## src/inc/tpx_pkg.sv

```systemverilog
// constants and types for the twisted-pair transceiver control block
// assumes a 100 MHz bit-clock domain with one synchronous reset
package tpx_pkg;
  // clock and bit cell timing
  localparam int CLK_NS = 10;
  localparam int CELL_NS = 100;
  localparam int MS_NS = 1000000;
  localparam int MS_CYC = MS_NS / CLK_NS;
  localparam logic [4:0] CELL_CYC = 5'(CELL_NS / CLK_NS);
  localparam logic [4:0] HALF_CYC = 5'(CELL_NS / CLK_NS / 2);
  localparam logic [4:0] MID_PH = 5'(CELL_NS * 3 / 4 / CLK_NS);
  localparam logic [4:0] SOI_PH = 5'(CELL_NS * 3 / 2 / CLK_NS);
  localparam int EOP_CELLS = 2;
  localparam logic [4:0] EOP_CYC = 5'(EOP_CELLS * CELL_NS / CLK_NS);
  localparam int SQE_CELLS = 10;
  localparam logic [6:0] SQE_CYC = 7'(SQE_CELLS * CELL_NS / CLK_NS);
  localparam int SQ_IDLE_CELLS = 8;
  localparam logic [6:0] SQ_IDLE_CYC = 7'(SQ_IDLE_CELLS * CELL_NS / CLK_NS);
  // millisecond intervals, each chosen inside its allowed window
  localparam logic [9:0] JAB_MS = 10'h032;       // 50 ms
  localparam logic [9:0] JAB_REC_MS = 10'h1F4;   // 500 ms
  localparam logic [9:0] LINK_FAIL_MS = 10'h064; // 100 ms
  localparam logic [9:0] PULSE_GAP_MS = 10'h004; // 4 ms
  localparam logic [9:0] POL_RST_MS = 10'h070;   // 112 ms
  localparam logic [9:0] LTX_MS = 10'h010;       // 16 ms
  // polarity and link counts
  localparam logic [3:0] OPP_PULSES = 4'h8;
  localparam logic [2:0] REV_FRAMES = 3'h4;
  // timer slots
  localparam int T_JAB = 0;
  localparam int T_LNK = 1;
  localparam int T_GAP = 2;
  localparam int T_POL = 3;
  localparam int T_LTX = 4;
  localparam int N_TMR = 5;
  // register indices
  localparam logic [2:0] A_TX_STAT = 3'h0;
  localparam logic [2:0] A_TX_MODE = 3'h1;
  localparam logic [2:0] A_XCV_MODE = 3'h2;
  localparam logic [2:0] A_RX_CTRL = 3'h3;
  localparam logic [2:0] A_XCV_STAT = 3'h4;
  // field positions
  localparam int TXS_CRS = 6;
  localparam int TXS_JAB = 3;
  localparam int TXM_FLOOP = 1;
  localparam int XM_LTE_N = 5;
  localparam int RXC_SUPP = 0;
  localparam int XS_POL = 3;
  localparam int XS_SQE = 1;
  localparam int XS_LFAIL = 0;
  // transmit sequencer states
  typedef enum logic [3:0] {
    TX_IDLE = 4'h1,
    TX_DATA = 4'h2,
    TX_EOP = 4'h4,
    TX_LINK = 4'h8
  } tpx_tx_st_t;
endpackage

```

## src/design/tpx_ctrl.sv

```systemverilog
// twisted-pair transceiver control: encoder, decoder, jabber, sqe,
// polarity, collision, loopback, link integrity and a register port
// assumes a single 100 MHz clock and digital squelch/pulse qualifiers
// Notes on behaviour
// - one is low then high, 100 ns cell
// - invalid end symbol after enable drops
// - idle line sends link pulses when enabled
// - overlong transmit: jabber, flag, event
// - jabber ends after long idle period
// - sqe on collision path after good send
// - receiver idles after eight quiet bit times
// - carrier sense and recovered clock with data
// - eight opposite pulses or four bad frames
// - polarity flip clears both counters
// - polarity defaults after long link fail
// - no link test: frames decide polarity
// - auto correction, reversed state reported
// - collision on simultaneous pair activity
// - line data overrides auto loopback data, forced loop ignores the line
// - encoded data looped to decoder
// - no auto loop in fail or jabber
// - forced loop keeps line quiet
// - own looped frames may skip storage
// - link fail after silence, stops transmit
// - closely spaced link pulses are ignored
// - packet or two pulses restore link
`timescale 1ns/1ps
`default_nettype none

module tpx_ctrl #(
  parameter int unsigned P_MS_CYC = tpx_pkg::MS_CYC
) (
  input wire logic i_clk,
  input wire logic i_rst_n,
  input wire logic [2:0] i_addr,
  input wire logic [7:0] i_wdata,
  input wire logic i_wr,
  input wire logic i_rd,
  output logic [7:0] o_rdata,
  input wire logic i_tx_en,
  input wire logic i_tx_data,
  output logic o_tx_bit_req,
  output logic o_rx_data,
  output logic o_rx_clk,
  output logic o_crs,
  output logic o_collision_indicate_path,
  output logic o_rx_store_en,
  output logic o_jabber_evt,
  output logic o_link_fail,
  input wire logic i_pair_receive_input,
  input wire logic i_pair_rx_sq,
  input wire logic i_link_pulse_p,
  input wire logic i_link_pulse_n,
  output logic o_pair_tx_pos,
  output logic o_pair_tx_neg
);

  // software controls and sticky status
  logic forced_loop_ctrl_ff; // transmit mode forced loop bit
  logic lte_n_ff;            // link test enable, low active
  logic suppress_own_loop_rx_ff;
  logic jstat_ff;            // sticky jabber status
  logic sqe_ok_ff;
  logic [7:0] rdata_ff;
  logic [7:0] rd_val;
  wire link_test_en = ~lte_n_ff;

  // shared millisecond prescaler and timers
  logic [31:0] pre_ff;
  logic [9:0] tmr_ff [tpx_pkg::N_TMR];
  logic [tpx_pkg::N_TMR-1:0] tmr_clr;
  wire ms_tick = (pre_ff == 32'(P_MS_CYC - 1));

  // transmit sequencer
  tpx_pkg::tpx_tx_st_t st_ff, nxt_st;
  logic [4:0] cnt_ff, nxt_cnt;
  logic bit_ff, nxt_bit;
  logic pos_ff, neg_ff;
  logic jab_ff, jev_ff, col_seen_ff;
  logic [6:0] sqe_cnt_ff;
  logic col_ff;

  // decoder and link state
  logic din_ff, dprev_ff, loop_ff;
  logic [4:0] ph_ff;
  logic [6:0] q_ff;
  logic crs_ff, rxd_ff, rxclk_ff, soi_ff, frm_loop_ff, store_ff;
  logic lfail_ff;
  logic [1:0] pass_ff;
  logic pol_inv_ff;
  logic [3:0] opp_ff;
  logic [2:0] rev_ff;

  // named timer views
  wire [9:0] jab_ms = tmr_ff[tpx_pkg::T_JAB];
  wire [9:0] lnk_ms = tmr_ff[tpx_pkg::T_LNK];
  wire [9:0] gap_ms = tmr_ff[tpx_pkg::T_GAP];
  wire [9:0] pol_ms = tmr_ff[tpx_pkg::T_POL];
  wire [9:0] ltx_ms = tmr_ff[tpx_pkg::T_LTX];

  // transmit decode
  wire in_data = (st_ff == tpx_pkg::TX_DATA);
  wire in_eop = (st_ff == tpx_pkg::TX_EOP);
  wire in_link = (st_ff == tpx_pkg::TX_LINK);
  wire tx_busy = in_data | in_eop;
  wire cell_end = (cnt_ff == tpx_pkg::CELL_CYC - 5'h01);
  wire eop_end = (cnt_ff == tpx_pkg::EOP_CYC - 5'h01);
  wire line_ok = ~forced_loop_ctrl_ff & ~jab_ff & ~lfail_ff;
  wire lp_due = link_test_en & (ltx_ms >= tpx_pkg::LTX_MS);
  // first half carries the inverse, second half the bit itself
  wire enc_lvl = in_data ? ((cnt_ff < tpx_pkg::HALF_CYC) ? ~bit_ff
                 : bit_ff) : (in_eop | in_link);
  // link pulses go out even in link fail, but never under forced loop
  wire tx_line_on = (tx_busy & line_ok)
                    | (in_link & ~forced_loop_ctrl_ff);

  // jabber watchdog
  wire jab_set = ~jab_ff & i_tx_en & (jab_ms >= tpx_pkg::JAB_MS);
  wire jab_clr = jab_ff & ~i_tx_en
                 & (jab_ms >= tpx_pkg::JAB_REC_MS);

  // collision and sqe
  wire col = i_pair_rx_sq & tx_busy & tx_line_on;
  wire sqe_go = in_eop & eop_end & ~col_seen_ff & line_ok;
  wire sqe_act = (sqe_cnt_ff != 7'h00);

  // loopback selection: line activity wins over auto-looped data; forced loop always loops
  wire use_loop = forced_loop_ctrl_ff
                  | (tx_busy & ~i_pair_rx_sq & line_ok);
  wire line_c = i_pair_receive_input ^ pol_inv_ff;
  wire sig = loop_ff ? tx_busy : i_pair_rx_sq;
  wire edge_seen = din_ff ^ dprev_ff;
  wire mid = edge_seen & ((ph_ff >= tpx_pkg::MID_PH) | ~crs_ff);
  wire crs_rise = ~crs_ff & mid & sig;
  wire crs_fall = crs_ff & (q_ff == tpx_pkg::SQ_IDLE_CYC - 7'h01);
  wire pkt_in = crs_rise & ~loop_ff;
  wire rev_frame = crs_fall & ~frm_loop_ff & ~soi_ff;

  // link pulse qualification
  wire pulse_any = i_link_pulse_p | i_link_pulse_n;
  wire pulse_ok = pulse_any & link_test_en
                  & (gap_ms >= tpx_pkg::PULSE_GAP_MS);
  wire act = (crs_ff & ~frm_loop_ff) | pulse_ok;
  wire lfail_set = link_test_en & ~lfail_ff
                   & (lnk_ms >= tpx_pkg::LINK_FAIL_MS);
  wire lfail_clr = ~link_test_en | pkt_in
                   | (pass_ff == 2'h1 & pulse_ok);

  // polarity decisions
  wire exp_p = pulse_ok & (pol_inv_ff ? i_link_pulse_n : i_link_pulse_p);
  wire opp_p = pulse_ok & (pol_inv_ff ? i_link_pulse_p : i_link_pulse_n);
  wire flip = (opp_p & (opp_ff == tpx_pkg::OPP_PULSES - 4'h1))
              | (rev_frame & (rev_ff == tpx_pkg::REV_FRAMES - 3'h1));
  wire pol_rst = lfail_ff & (pol_ms >= tpx_pkg::POL_RST_MS);

  // timer clears: jabber counts busy time, then idle time
  assign tmr_clr[tpx_pkg::T_JAB] = jab_ff ? i_tx_en : ~i_tx_en;
  assign tmr_clr[tpx_pkg::T_LNK] = act | ~link_test_en;
  assign tmr_clr[tpx_pkg::T_GAP] = pulse_any;
  assign tmr_clr[tpx_pkg::T_POL] = ~lfail_ff | act;
  assign tmr_clr[tpx_pkg::T_LTX] = in_link;

  // prescaler shared by every slow timer
  always_ff @(posedge i_clk) begin
    if (!i_rst_n || ms_tick) pre_ff <= 32'h0000_0000;
    else pre_ff <= pre_ff + 32'h0000_0001;
  end

  // saturating millisecond timers, one per slot
  for (genvar g = 0; g < tpx_pkg::N_TMR; g++) begin : g_tmr
    always_ff @(posedge i_clk) begin
      if (!i_rst_n || tmr_clr[g]) tmr_ff[g] <= 10'h000;
      else if (ms_tick && tmr_ff[g] != 10'h3FF)
        tmr_ff[g] <= tmr_ff[g] + 10'h001;
    end
  end

  // transmit sequencer next state
  always_comb begin
    nxt_st = st_ff;
    nxt_cnt = cnt_ff + 5'h01;
    nxt_bit = bit_ff;
    case (st_ff)
      tpx_pkg::TX_IDLE: begin
        nxt_cnt = 5'h00;
        if (i_tx_en && !jab_ff) begin
          nxt_st = tpx_pkg::TX_DATA;
          nxt_bit = i_tx_data;
        end else if (lp_due) begin
          nxt_st = tpx_pkg::TX_LINK;
        end
      end
      tpx_pkg::TX_DATA: begin
        if (jab_ff) begin
          // the watchdog cuts the frame short
          nxt_st = tpx_pkg::TX_IDLE;
          nxt_cnt = 5'h00;
        end else if (cell_end) begin
          nxt_cnt = 5'h00;
          if (i_tx_en) nxt_bit = i_tx_data;
          else nxt_st = tpx_pkg::TX_EOP;
        end
      end
      tpx_pkg::TX_EOP: begin
        if (eop_end) begin
          nxt_st = tpx_pkg::TX_IDLE;
          nxt_cnt = 5'h00;
        end
      end
      tpx_pkg::TX_LINK: begin
        if (cell_end) begin
          nxt_st = tpx_pkg::TX_IDLE;
          nxt_cnt = 5'h00;
        end
      end
      default: begin
        nxt_st = tpx_pkg::TX_IDLE;
        nxt_cnt = 5'h00;
      end
    endcase
  end

  // bit taken now; the controller presents the next one
  assign o_tx_bit_req = in_data & cell_end & ~jab_ff & i_tx_en;

  // transmit registers and line drivers
  always_ff @(posedge i_clk) begin
    if (!i_rst_n) begin
      st_ff <= tpx_pkg::TX_IDLE;
      cnt_ff <= 5'h00;
      bit_ff <= 1'b0;
      pos_ff <= 1'b0;
      neg_ff <= 1'b0;
    end else begin
      st_ff <= nxt_st;
      cnt_ff <= nxt_cnt;
      bit_ff <= nxt_bit;
      pos_ff <= tx_line_on & enc_lvl;
      neg_ff <= tx_line_on & ~enc_lvl;
    end
  end

  // jabber state, event pulse and collision memory
  always_ff @(posedge i_clk) begin
    if (!i_rst_n) begin
      jab_ff <= 1'b0;
      jev_ff <= 1'b0;
      col_seen_ff <= 1'b0;
    end else begin
      jab_ff <= jab_set | (jab_ff & ~jab_clr);
      jev_ff <= jab_set;
      if (st_ff == tpx_pkg::TX_IDLE) col_seen_ff <= 1'b0;
      else if (col) col_seen_ff <= 1'b1;
    end
  end

  // sqe burst on the collision path, status kept until next frame
  always_ff @(posedge i_clk) begin
    if (!i_rst_n) begin
      sqe_cnt_ff <= 7'h00;
      sqe_ok_ff <= 1'b0;
      col_ff <= 1'b0;
    end else begin
      if (sqe_go) sqe_cnt_ff <= tpx_pkg::SQE_CYC;
      else if (sqe_act) sqe_cnt_ff <= sqe_cnt_ff - 7'h01;
      if (sqe_go) sqe_ok_ff <= 1'b1;
      else if (nxt_st == tpx_pkg::TX_DATA && !in_data) sqe_ok_ff <= 1'b0;
      col_ff <= col | sqe_act;
    end
  end

  // decoder input stage and phase counter
  always_ff @(posedge i_clk) begin
    if (!i_rst_n) begin
      din_ff <= 1'b0;
      dprev_ff <= 1'b0;
      loop_ff <= 1'b0;
      ph_ff <= 5'h1F;
    end else begin
      din_ff <= use_loop ? enc_lvl : line_c;
      dprev_ff <= din_ff;
      loop_ff <= use_loop;
      if (mid) ph_ff <= 5'h00;
      else if (ph_ff != 5'h1F) ph_ff <= ph_ff + 5'h01;
    end
  end

  // carrier sense, squelch idle and recovered data
  always_ff @(posedge i_clk) begin
    if (!i_rst_n) begin
      q_ff <= 7'h00;
      crs_ff <= 1'b0;
      rxd_ff <= 1'b0;
      rxclk_ff <= 1'b0;
      soi_ff <= 1'b1;
      frm_loop_ff <= 1'b0;
      store_ff <= 1'b1;
    end else begin
      // quiet time only counts while the signal is below squelch
      if (sig || !crs_ff) q_ff <= 7'h00;
      else q_ff <= q_ff + 7'h01;
      if (crs_rise) crs_ff <= 1'b1;
      else if (crs_fall) crs_ff <= 1'b0;
      // no recovered clock once the signal is gone: the quiet tail and a
      // wandering idle line must not deliver bits
      rxclk_ff <= mid & sig;
      if (mid) rxd_ff <= din_ff;
      // level one and a half cells after the last data edge
      if (ph_ff == tpx_pkg::SOI_PH) soi_ff <= din_ff;
      if (crs_rise) begin
        frm_loop_ff <= loop_ff;
        store_ff <= ~(loop_ff & suppress_own_loop_rx_ff);
      end
    end
  end

  // link monitor
  always_ff @(posedge i_clk) begin
    if (!i_rst_n) begin
      lfail_ff <= 1'b0;
      pass_ff <= 2'h0;
    end else begin
      if (lfail_set) lfail_ff <= 1'b1;
      else if (lfail_clr) lfail_ff <= 1'b0;
      if (!lfail_ff) pass_ff <= 2'h0;
      else if (pulse_ok && pass_ff != 2'h3) pass_ff <= pass_ff + 2'h1;
    end
  end

  // polarity detector and correction
  always_ff @(posedge i_clk) begin
    if (!i_rst_n) begin
      pol_inv_ff <= 1'b0;
      opp_ff <= 4'h0;
      rev_ff <= 3'h0;
    end else begin
      if (pol_rst) pol_inv_ff <= 1'b0;
      else if (flip) pol_inv_ff <= ~pol_inv_ff;
      if (flip || pol_rst) begin
        opp_ff <= 4'h0;
        rev_ff <= 3'h0;
      end else begin
        if (exp_p) opp_ff <= 4'h0;
        else if (opp_p) opp_ff <= opp_ff + 4'h1;
        if (rev_frame) rev_ff <= rev_ff + 3'h1;
      end
    end
  end

  // register writes; a new jabber beats a clear in the same cycle
  always_ff @(posedge i_clk) begin
    if (!i_rst_n) begin
      forced_loop_ctrl_ff <= 1'b0;
      lte_n_ff <= 1'b0;
      suppress_own_loop_rx_ff <= 1'b0;
      jstat_ff <= 1'b0;
    end else begin
      if (i_wr && i_addr == tpx_pkg::A_TX_MODE)
        forced_loop_ctrl_ff <= i_wdata[tpx_pkg::TXM_FLOOP];
      if (i_wr && i_addr == tpx_pkg::A_XCV_MODE)
        lte_n_ff <= i_wdata[tpx_pkg::XM_LTE_N];
      if (i_wr && i_addr == tpx_pkg::A_RX_CTRL)
        suppress_own_loop_rx_ff <= i_wdata[tpx_pkg::RXC_SUPP];
      if (jab_set) jstat_ff <= 1'b1;
      else if (i_wr && i_addr == tpx_pkg::A_TX_STAT
               && i_wdata[tpx_pkg::TXS_JAB]) jstat_ff <= 1'b0;
    end
  end

  // read value; unmapped indices read zero
  always_comb begin
    rd_val = 8'h00;
    case (i_addr)
      tpx_pkg::A_TX_STAT: begin
        rd_val[tpx_pkg::TXS_CRS] = crs_ff;
        rd_val[tpx_pkg::TXS_JAB] = jstat_ff;
      end
      tpx_pkg::A_TX_MODE: rd_val[tpx_pkg::TXM_FLOOP] = forced_loop_ctrl_ff;
      tpx_pkg::A_XCV_MODE: rd_val[tpx_pkg::XM_LTE_N] = lte_n_ff;
      tpx_pkg::A_RX_CTRL:
        rd_val[tpx_pkg::RXC_SUPP] = suppress_own_loop_rx_ff;
      tpx_pkg::A_XCV_STAT: begin
        rd_val[tpx_pkg::XS_POL] = pol_inv_ff;
        rd_val[tpx_pkg::XS_SQE] = sqe_ok_ff;
        rd_val[tpx_pkg::XS_LFAIL] = lfail_ff;
      end
      default: rd_val = 8'h00;
    endcase
  end

  // read data stands only in the cycle after the strobe
  always_ff @(posedge i_clk) begin
    if (!i_rst_n) rdata_ff <= 8'h00;
    else rdata_ff <= i_rd ? rd_val : 8'h00;
  end

  assign o_rdata = rdata_ff;
  assign o_rx_data = rxd_ff;
  assign o_rx_clk = rxclk_ff;
  assign o_crs = crs_ff;
  assign o_collision_indicate_path = col_ff;
  assign o_rx_store_en = store_ff;
  assign o_jabber_evt = jev_ff;
  assign o_link_fail = lfail_ff;
  assign o_pair_tx_pos = pos_ff;
  assign o_pair_tx_neg = neg_ff;
endmodule // tpx_ctrl

`default_nettype wire

```

## config.mk

```make
export PLATFORM = sky130hd
export DESIGN_NAME = tpx_ctrl
export DESIGN_NICKNAME = d
export VERILOG_FILES = /design/src/inc/tpx_pkg.sv /design/src/design/tpx_ctrl.sv
export SDC_FILE = /design/constraint.sdc
export NUM_CORES = 1
export LEC_CHECK = 0
export BUFFER_PORTS_ARGS = -buffer_cell sky130_fd_sc_hd__buf_2
export CORE_MARGIN = 4
export CORE_UTILIZATION = 50
export CTS_BUF_LIST = sky130_fd_sc_hd__clkbuf_16
export CTS_CLUSTER_SIZE = 10
export DETAILED_ROUTE_END_ITERATION = 10
export PLACE_DENSITY_LB_ADDON = 0.15
export SYNTH_ARGS = -nofsm -noshare
export SYNTH_HDL_FRONTEND = slang
export SYNTH_SLANG_ARGS = --single-unit
```

## constraint.sdc

```tcl
create_clock -name i_clk -period 5.05 [get_ports i_clk]
set_clock_uncertainty 0.2 [all_clocks]
set_input_delay 0.2525 -clock i_clk [delete_from_list [all_inputs] [get_ports i_clk]]
set_output_delay 0.2525 -clock i_clk [all_outputs]
set_load 0.005 [all_outputs]
```

; ---- Word-level counts from Yosys, hierarchy flattened
; Memories as Yosys holds them, arrays and structs flattened.
; Index checks and enable logic that the tools add are counted.
[classes]
add_sub_neg = 13
multipliers = 0
n_div = 0
order_cmp = 8
eq_ne = 28
shift = 0
n_mux = 69
n_bitwise = 80
reduce_logical = 45
[op_table]
columns = cell, count
row1 = $add 10x1->10 const B, 5
row2 = $mux 10, 5
row3 = $ne 10x10->1 const B, 5
row4 = $mux 1, 44
row5 = $and 1x1->1, 42
row6 = $add 32x1->32 const B, 1
row7 = $eq 32x17->1 const B, 1
row8 = $mux 4, 7
row9 = $mux 5, 5
row10 = $ge 10x7->1 const B, 2
row11 = $or 1x1->1, 19
row12 = $not 1->1, 17
row13 = $pmux 4 s4, 1
row14 = $pmux 5 s3, 1
row15 = $mux 7, 2
row16 = $reduce_bool 2->1, 7
row17 = $logic_and 1x1->1, 13
row18 = $add 5x1->5 const B, 2
row19 = $eq 5x4->1 const B, 2
row20 = $ge 10x3->1 const B, 1
row21 = $ge 10x5->1 const B, 1
row22 = $ge 10x6->1 const B, 1
row23 = $ge 10x9->1 const B, 1
row24 = $reduce_or 2->1, 5
row25 = other kinds (30), 53
[word_totals]
ff_bits = 100
latch_bits = 0
ram_bits = 50
rom_bits = 0
output_inout_bits = 18
mem_count = 1
[memory_table]
columns = memory, words, word_bits, rd, rd_clocked_by_memory_dff, wr, line
row1 = tmr_ff, 5, 10, 5, 0, 5, tpx_ctrl.sv:70  ; logic [9:0] tmr_ff [tpx_pkg::N_TMR];

; ---- Longest topological paths before layout
[depth]
word_depth = 10
depth_mapped = 7

; ---- Least setup slack after synthesis
; Ideal clock, no wire load.
[synth_timing]
path_type = flip-flop to flip-flop
startpoint = register pre_ff[0]
endpoint = memory tmr_ff[2][0], enable pin
setup_ns = 0.379
arrival_ns = 1.756
t_required_ns = 4.471
slack_ns = 2.715
stages_incl_launch_ff = 7
period_less_slack_ns = 2.335
path_cell_list = dfxtp_1 ha_1 and4_1 and4_1 clkbuf_1 nand2_1 o21bai_1
[synth_lines]
columns = element, line
row1 = start: declaration, tpx_ctrl.sv:69  ; logic [31:0] pre_ff;
row2 = start signal: assignment, tpx_ctrl.sv:166  ; else pre_ff <= pre_ff + 32'h0000_0001;
row3 = end: declaration, tpx_ctrl.sv:70

==> results_dict.tcl <==
set metrics [dict create \
    max_freq_mhz 356 \
    cap_violations 0 \
    grt_first_pass_wirelength_um 27200 \
    ys_types 61 \
    io_pins 39 \
    clock_latency_ns 0.42 \
    cts_buffers 17 \
    ir_drop_mv 0.267 \
    period_share_pct 55.7 \
    antenna_found_initial 1 \
    finalNetCount 882 \
    clk_path_buf_depth 2 \
    die_height_um 131 \
    cp.required_ns 4.89 \
    die_area_um2 17100 \
    drive_gt1_share_pct 8.72 \
    clk_pin_slew_worst_paths_ns 0.06 \
    slew_violations 0 \
    min_path_type "input port to register" \
    synth_area_per_cell_um2 9.34 \
    fp.coreArea_um2 14600 \
    setup_ws_ns 2.24 \
    first_iter_violations 370 \
    worst_pin_slew_ns 1.07 \
    cts-root-buf "clkbuf_16" \
    start_util_pct 51.5 \
    ant_nets 0 \
    grt_busiest_layer "met2" \
    hold_viol_final 0 \
    slew_headroom_pct 27.4 \
    die_width_um 131 \
    crit_type "register to register" \
    synth_edf_count 50 \
    drt_wl_total_um 16300 \
    vias_per_cell 5.93 \
    rows 44 \
    place_ws_ns 1.96 \
    wl_per_cell_um 15.8 \
    worst_ep_arrival_time_ns 2.65 \
    synth-seq-area-share_pct 45.7 \
    synthFlopType "dfxtp_1" \
    cts.sinks 147 \
    drt_first_pass_iters 5 \
    io_buffer_count 31 \
    met3_usage_pct 5.12 \
    reg2reg_slack_ns 2.24 \
    crit_path_start_kind "register" \
    path_max_fanout 10 \
    netlist_instances 807 \
    area_growth_pct 12.3 \
    p_leak_nw 3.00 \
    min_period_ns 2.81 \
    grt_max_degree 31 \
    vias 6122 \
    holdWs_ns 0.0495 \
    htree_num_levels 4 \
    dp_hpwl_um 11300 \
    cts_tree "yes" \
    insertedDiodeCount 0 \
    drc 0 \
    ys_ff_latch 147 \
    syn_area_um2 7540 \
    met1_usage_pct 26.2 \
    rsz0062_at_grt "false" \
    power_mw 2.94 \
    run_status "complete, no violations" \
    endpoint_kind "register" \
    yosys_warnings 0 \
    overflow 0 \
    grtUsageMet2_pct 31.9 \
    setup_viol 0 \
    grt_pass1_vias 5749 \
    gp_congestion 0.825 \
    final.setup.tns_ns 0 \
    track_usage_pct 19.8 \
    power_density_nw_per_um2 347 \
    ys_async_sr_fraction_pct 0 \
]
-- area by class of cell --
type                            instances  area (um^2)
Clock buffer                           18          450
Fill cell                            1241         6180
Clock inverter                         14         95.1
Sequential cell                       147         3440
Timing Repair Buffer                   46          300
Inverter                               36          135
Multi-Input combinational cell        588         3800
Tap cell                              184          230
-- cell usage in the layout (no fill, tap or decap), types with 14 or more instances in the layout --
cell type / count
inv_1: 38
nor3_1: 48
edfxtp_1: 50
buf_2: 31
clkbuf_16: 18
nand2_1: 44
dfxtp_1: 97
xnor2_1: 30
nand3_1: 47
or4_1: 14
nor4_1: 15
nor2_1: 72
ha_1: 25
a21oi_1: 38
xor2_1: 40
o21ai_0: 27
nand4_1: 26
and4_1: 15
-- cells by family after synthesis --
| family | count (synthesis) | share of synthesized area (%) |
|---|---|---|
| adders and majority gates | 25 | 4.15 |
| and+or+nand+nor | 357 | 26.2 |
| other | 1 | 0.0498 |
| muxes | 12 | 1.61 |
| DFF | 147 | 45.7 |
| AOI/OAI and AO/OA | 121 | 10.2 |
| buffers and inverters | 74 | 3.97 |
| xor gates and xnor gates | 70 | 8.14 |
-- state kept, by name, indices dropped and copies added (netlist names), 2 cells and up --
| register | cells |
|---|---|
| cnt_ff | 5 |
| o_rdata | 5 |
| opp_ff | 4 |
| pass_ff | 2 |
| ph_ff | 5 |
| pre_ff | 32 |
| q_ff | 7 |
| rev_ff | 3 |
| sqe_cnt_ff | 7 |
| st_ff | 4 |
| tmr_ff | 50 |
-- metal layers --
| layer | part of all wire (%) | vias up |
|---|---|---|
| met5 | 0.080 | - |
| met4 | 1.5 | 2 |
| met3 | 3.9 | 23 |
| met2 | 47 | 125 |
| met1 | 47 | 2956 |
| li1 | - | 3016 |
-- Yosys cell counts, types with 13 or more instances --
| cell | instances | area, um^2 |
|---|---|---|
| o21ai_0 | 28 | 140 |
| nor2_1 | 72 | 270 |
| nor4_1 | 15 | 93.8 |
| edfxtp_1 | 50 | 1500 |
| and3_1 | 13 | 81.3 |
| nor3_1 | 48 | 240 |
| o31ai_1 | 13 | 97.6 |
| clkbuf_1 | 32 | 120 |
| nand2_1 | 44 | 165 |
| and4_1 | 15 | 131 |
| or4_1 | 14 | 105 |
| xor2_1 | 40 | 350 |
| a21oi_1 | 38 | 190 |
| or3_1 | 13 | 81.3 |
| dfxtp_1 | 97 | 1940 |
| xnor2_1 | 30 | 263 |
| nand4_1 | 26 | 163 |
| ha_1 | 25 | 313 |
| nand3_1 | 47 | 235 |
| inv_1 | 36 | 135 |
-- worst max-delay path, stage by stage (launching register included) --
cell and delay (ns):
dfxtp_1 0.42, nor4b_1 0.43, and4_1 0.49, nand2_1 0.12, o21bai_1 0.78
-- report_power, final --
part           total [mW]  switching (mW)  internal [mW]
clock                1.17           0.477          0.692
sequential           1.40          0.0936           1.31
combinational       0.364           0.202          0.162
total                2.94           0.773           2.17
-- final timing paths --
check                 start                   to  cells past startpoint
setup / recovery  pre_ff[8]         tmr_ff[2][3]                      4
hold reg to reg     q_ff[0]              q_ff[0]                      1
setup reg to reg  pre_ff[8]         tmr_ff[2][3]                      4
hold / removal         i_wr  forced_loop_ctrl_ff                      4
-- timing repair --
action	4_1_cts	5_1_grt
hold buffers	13	0
hold endpoints to repair	12	0
resized for setup	0	0
buffers inserted	0	0
setup endpoints to repair	0	0
-- stage by stage --
stage	util, %	instances	cell area (um^2)
after global routing	57.8	1033	8460
after global placement	53.2	988	7780
after detailed placement	53.2	988	7780
final	57.8	1033	8460
after floorplan	-	809	7540
after CTS	57.8	1033	8460
Power figures use the tool's default switching activity.
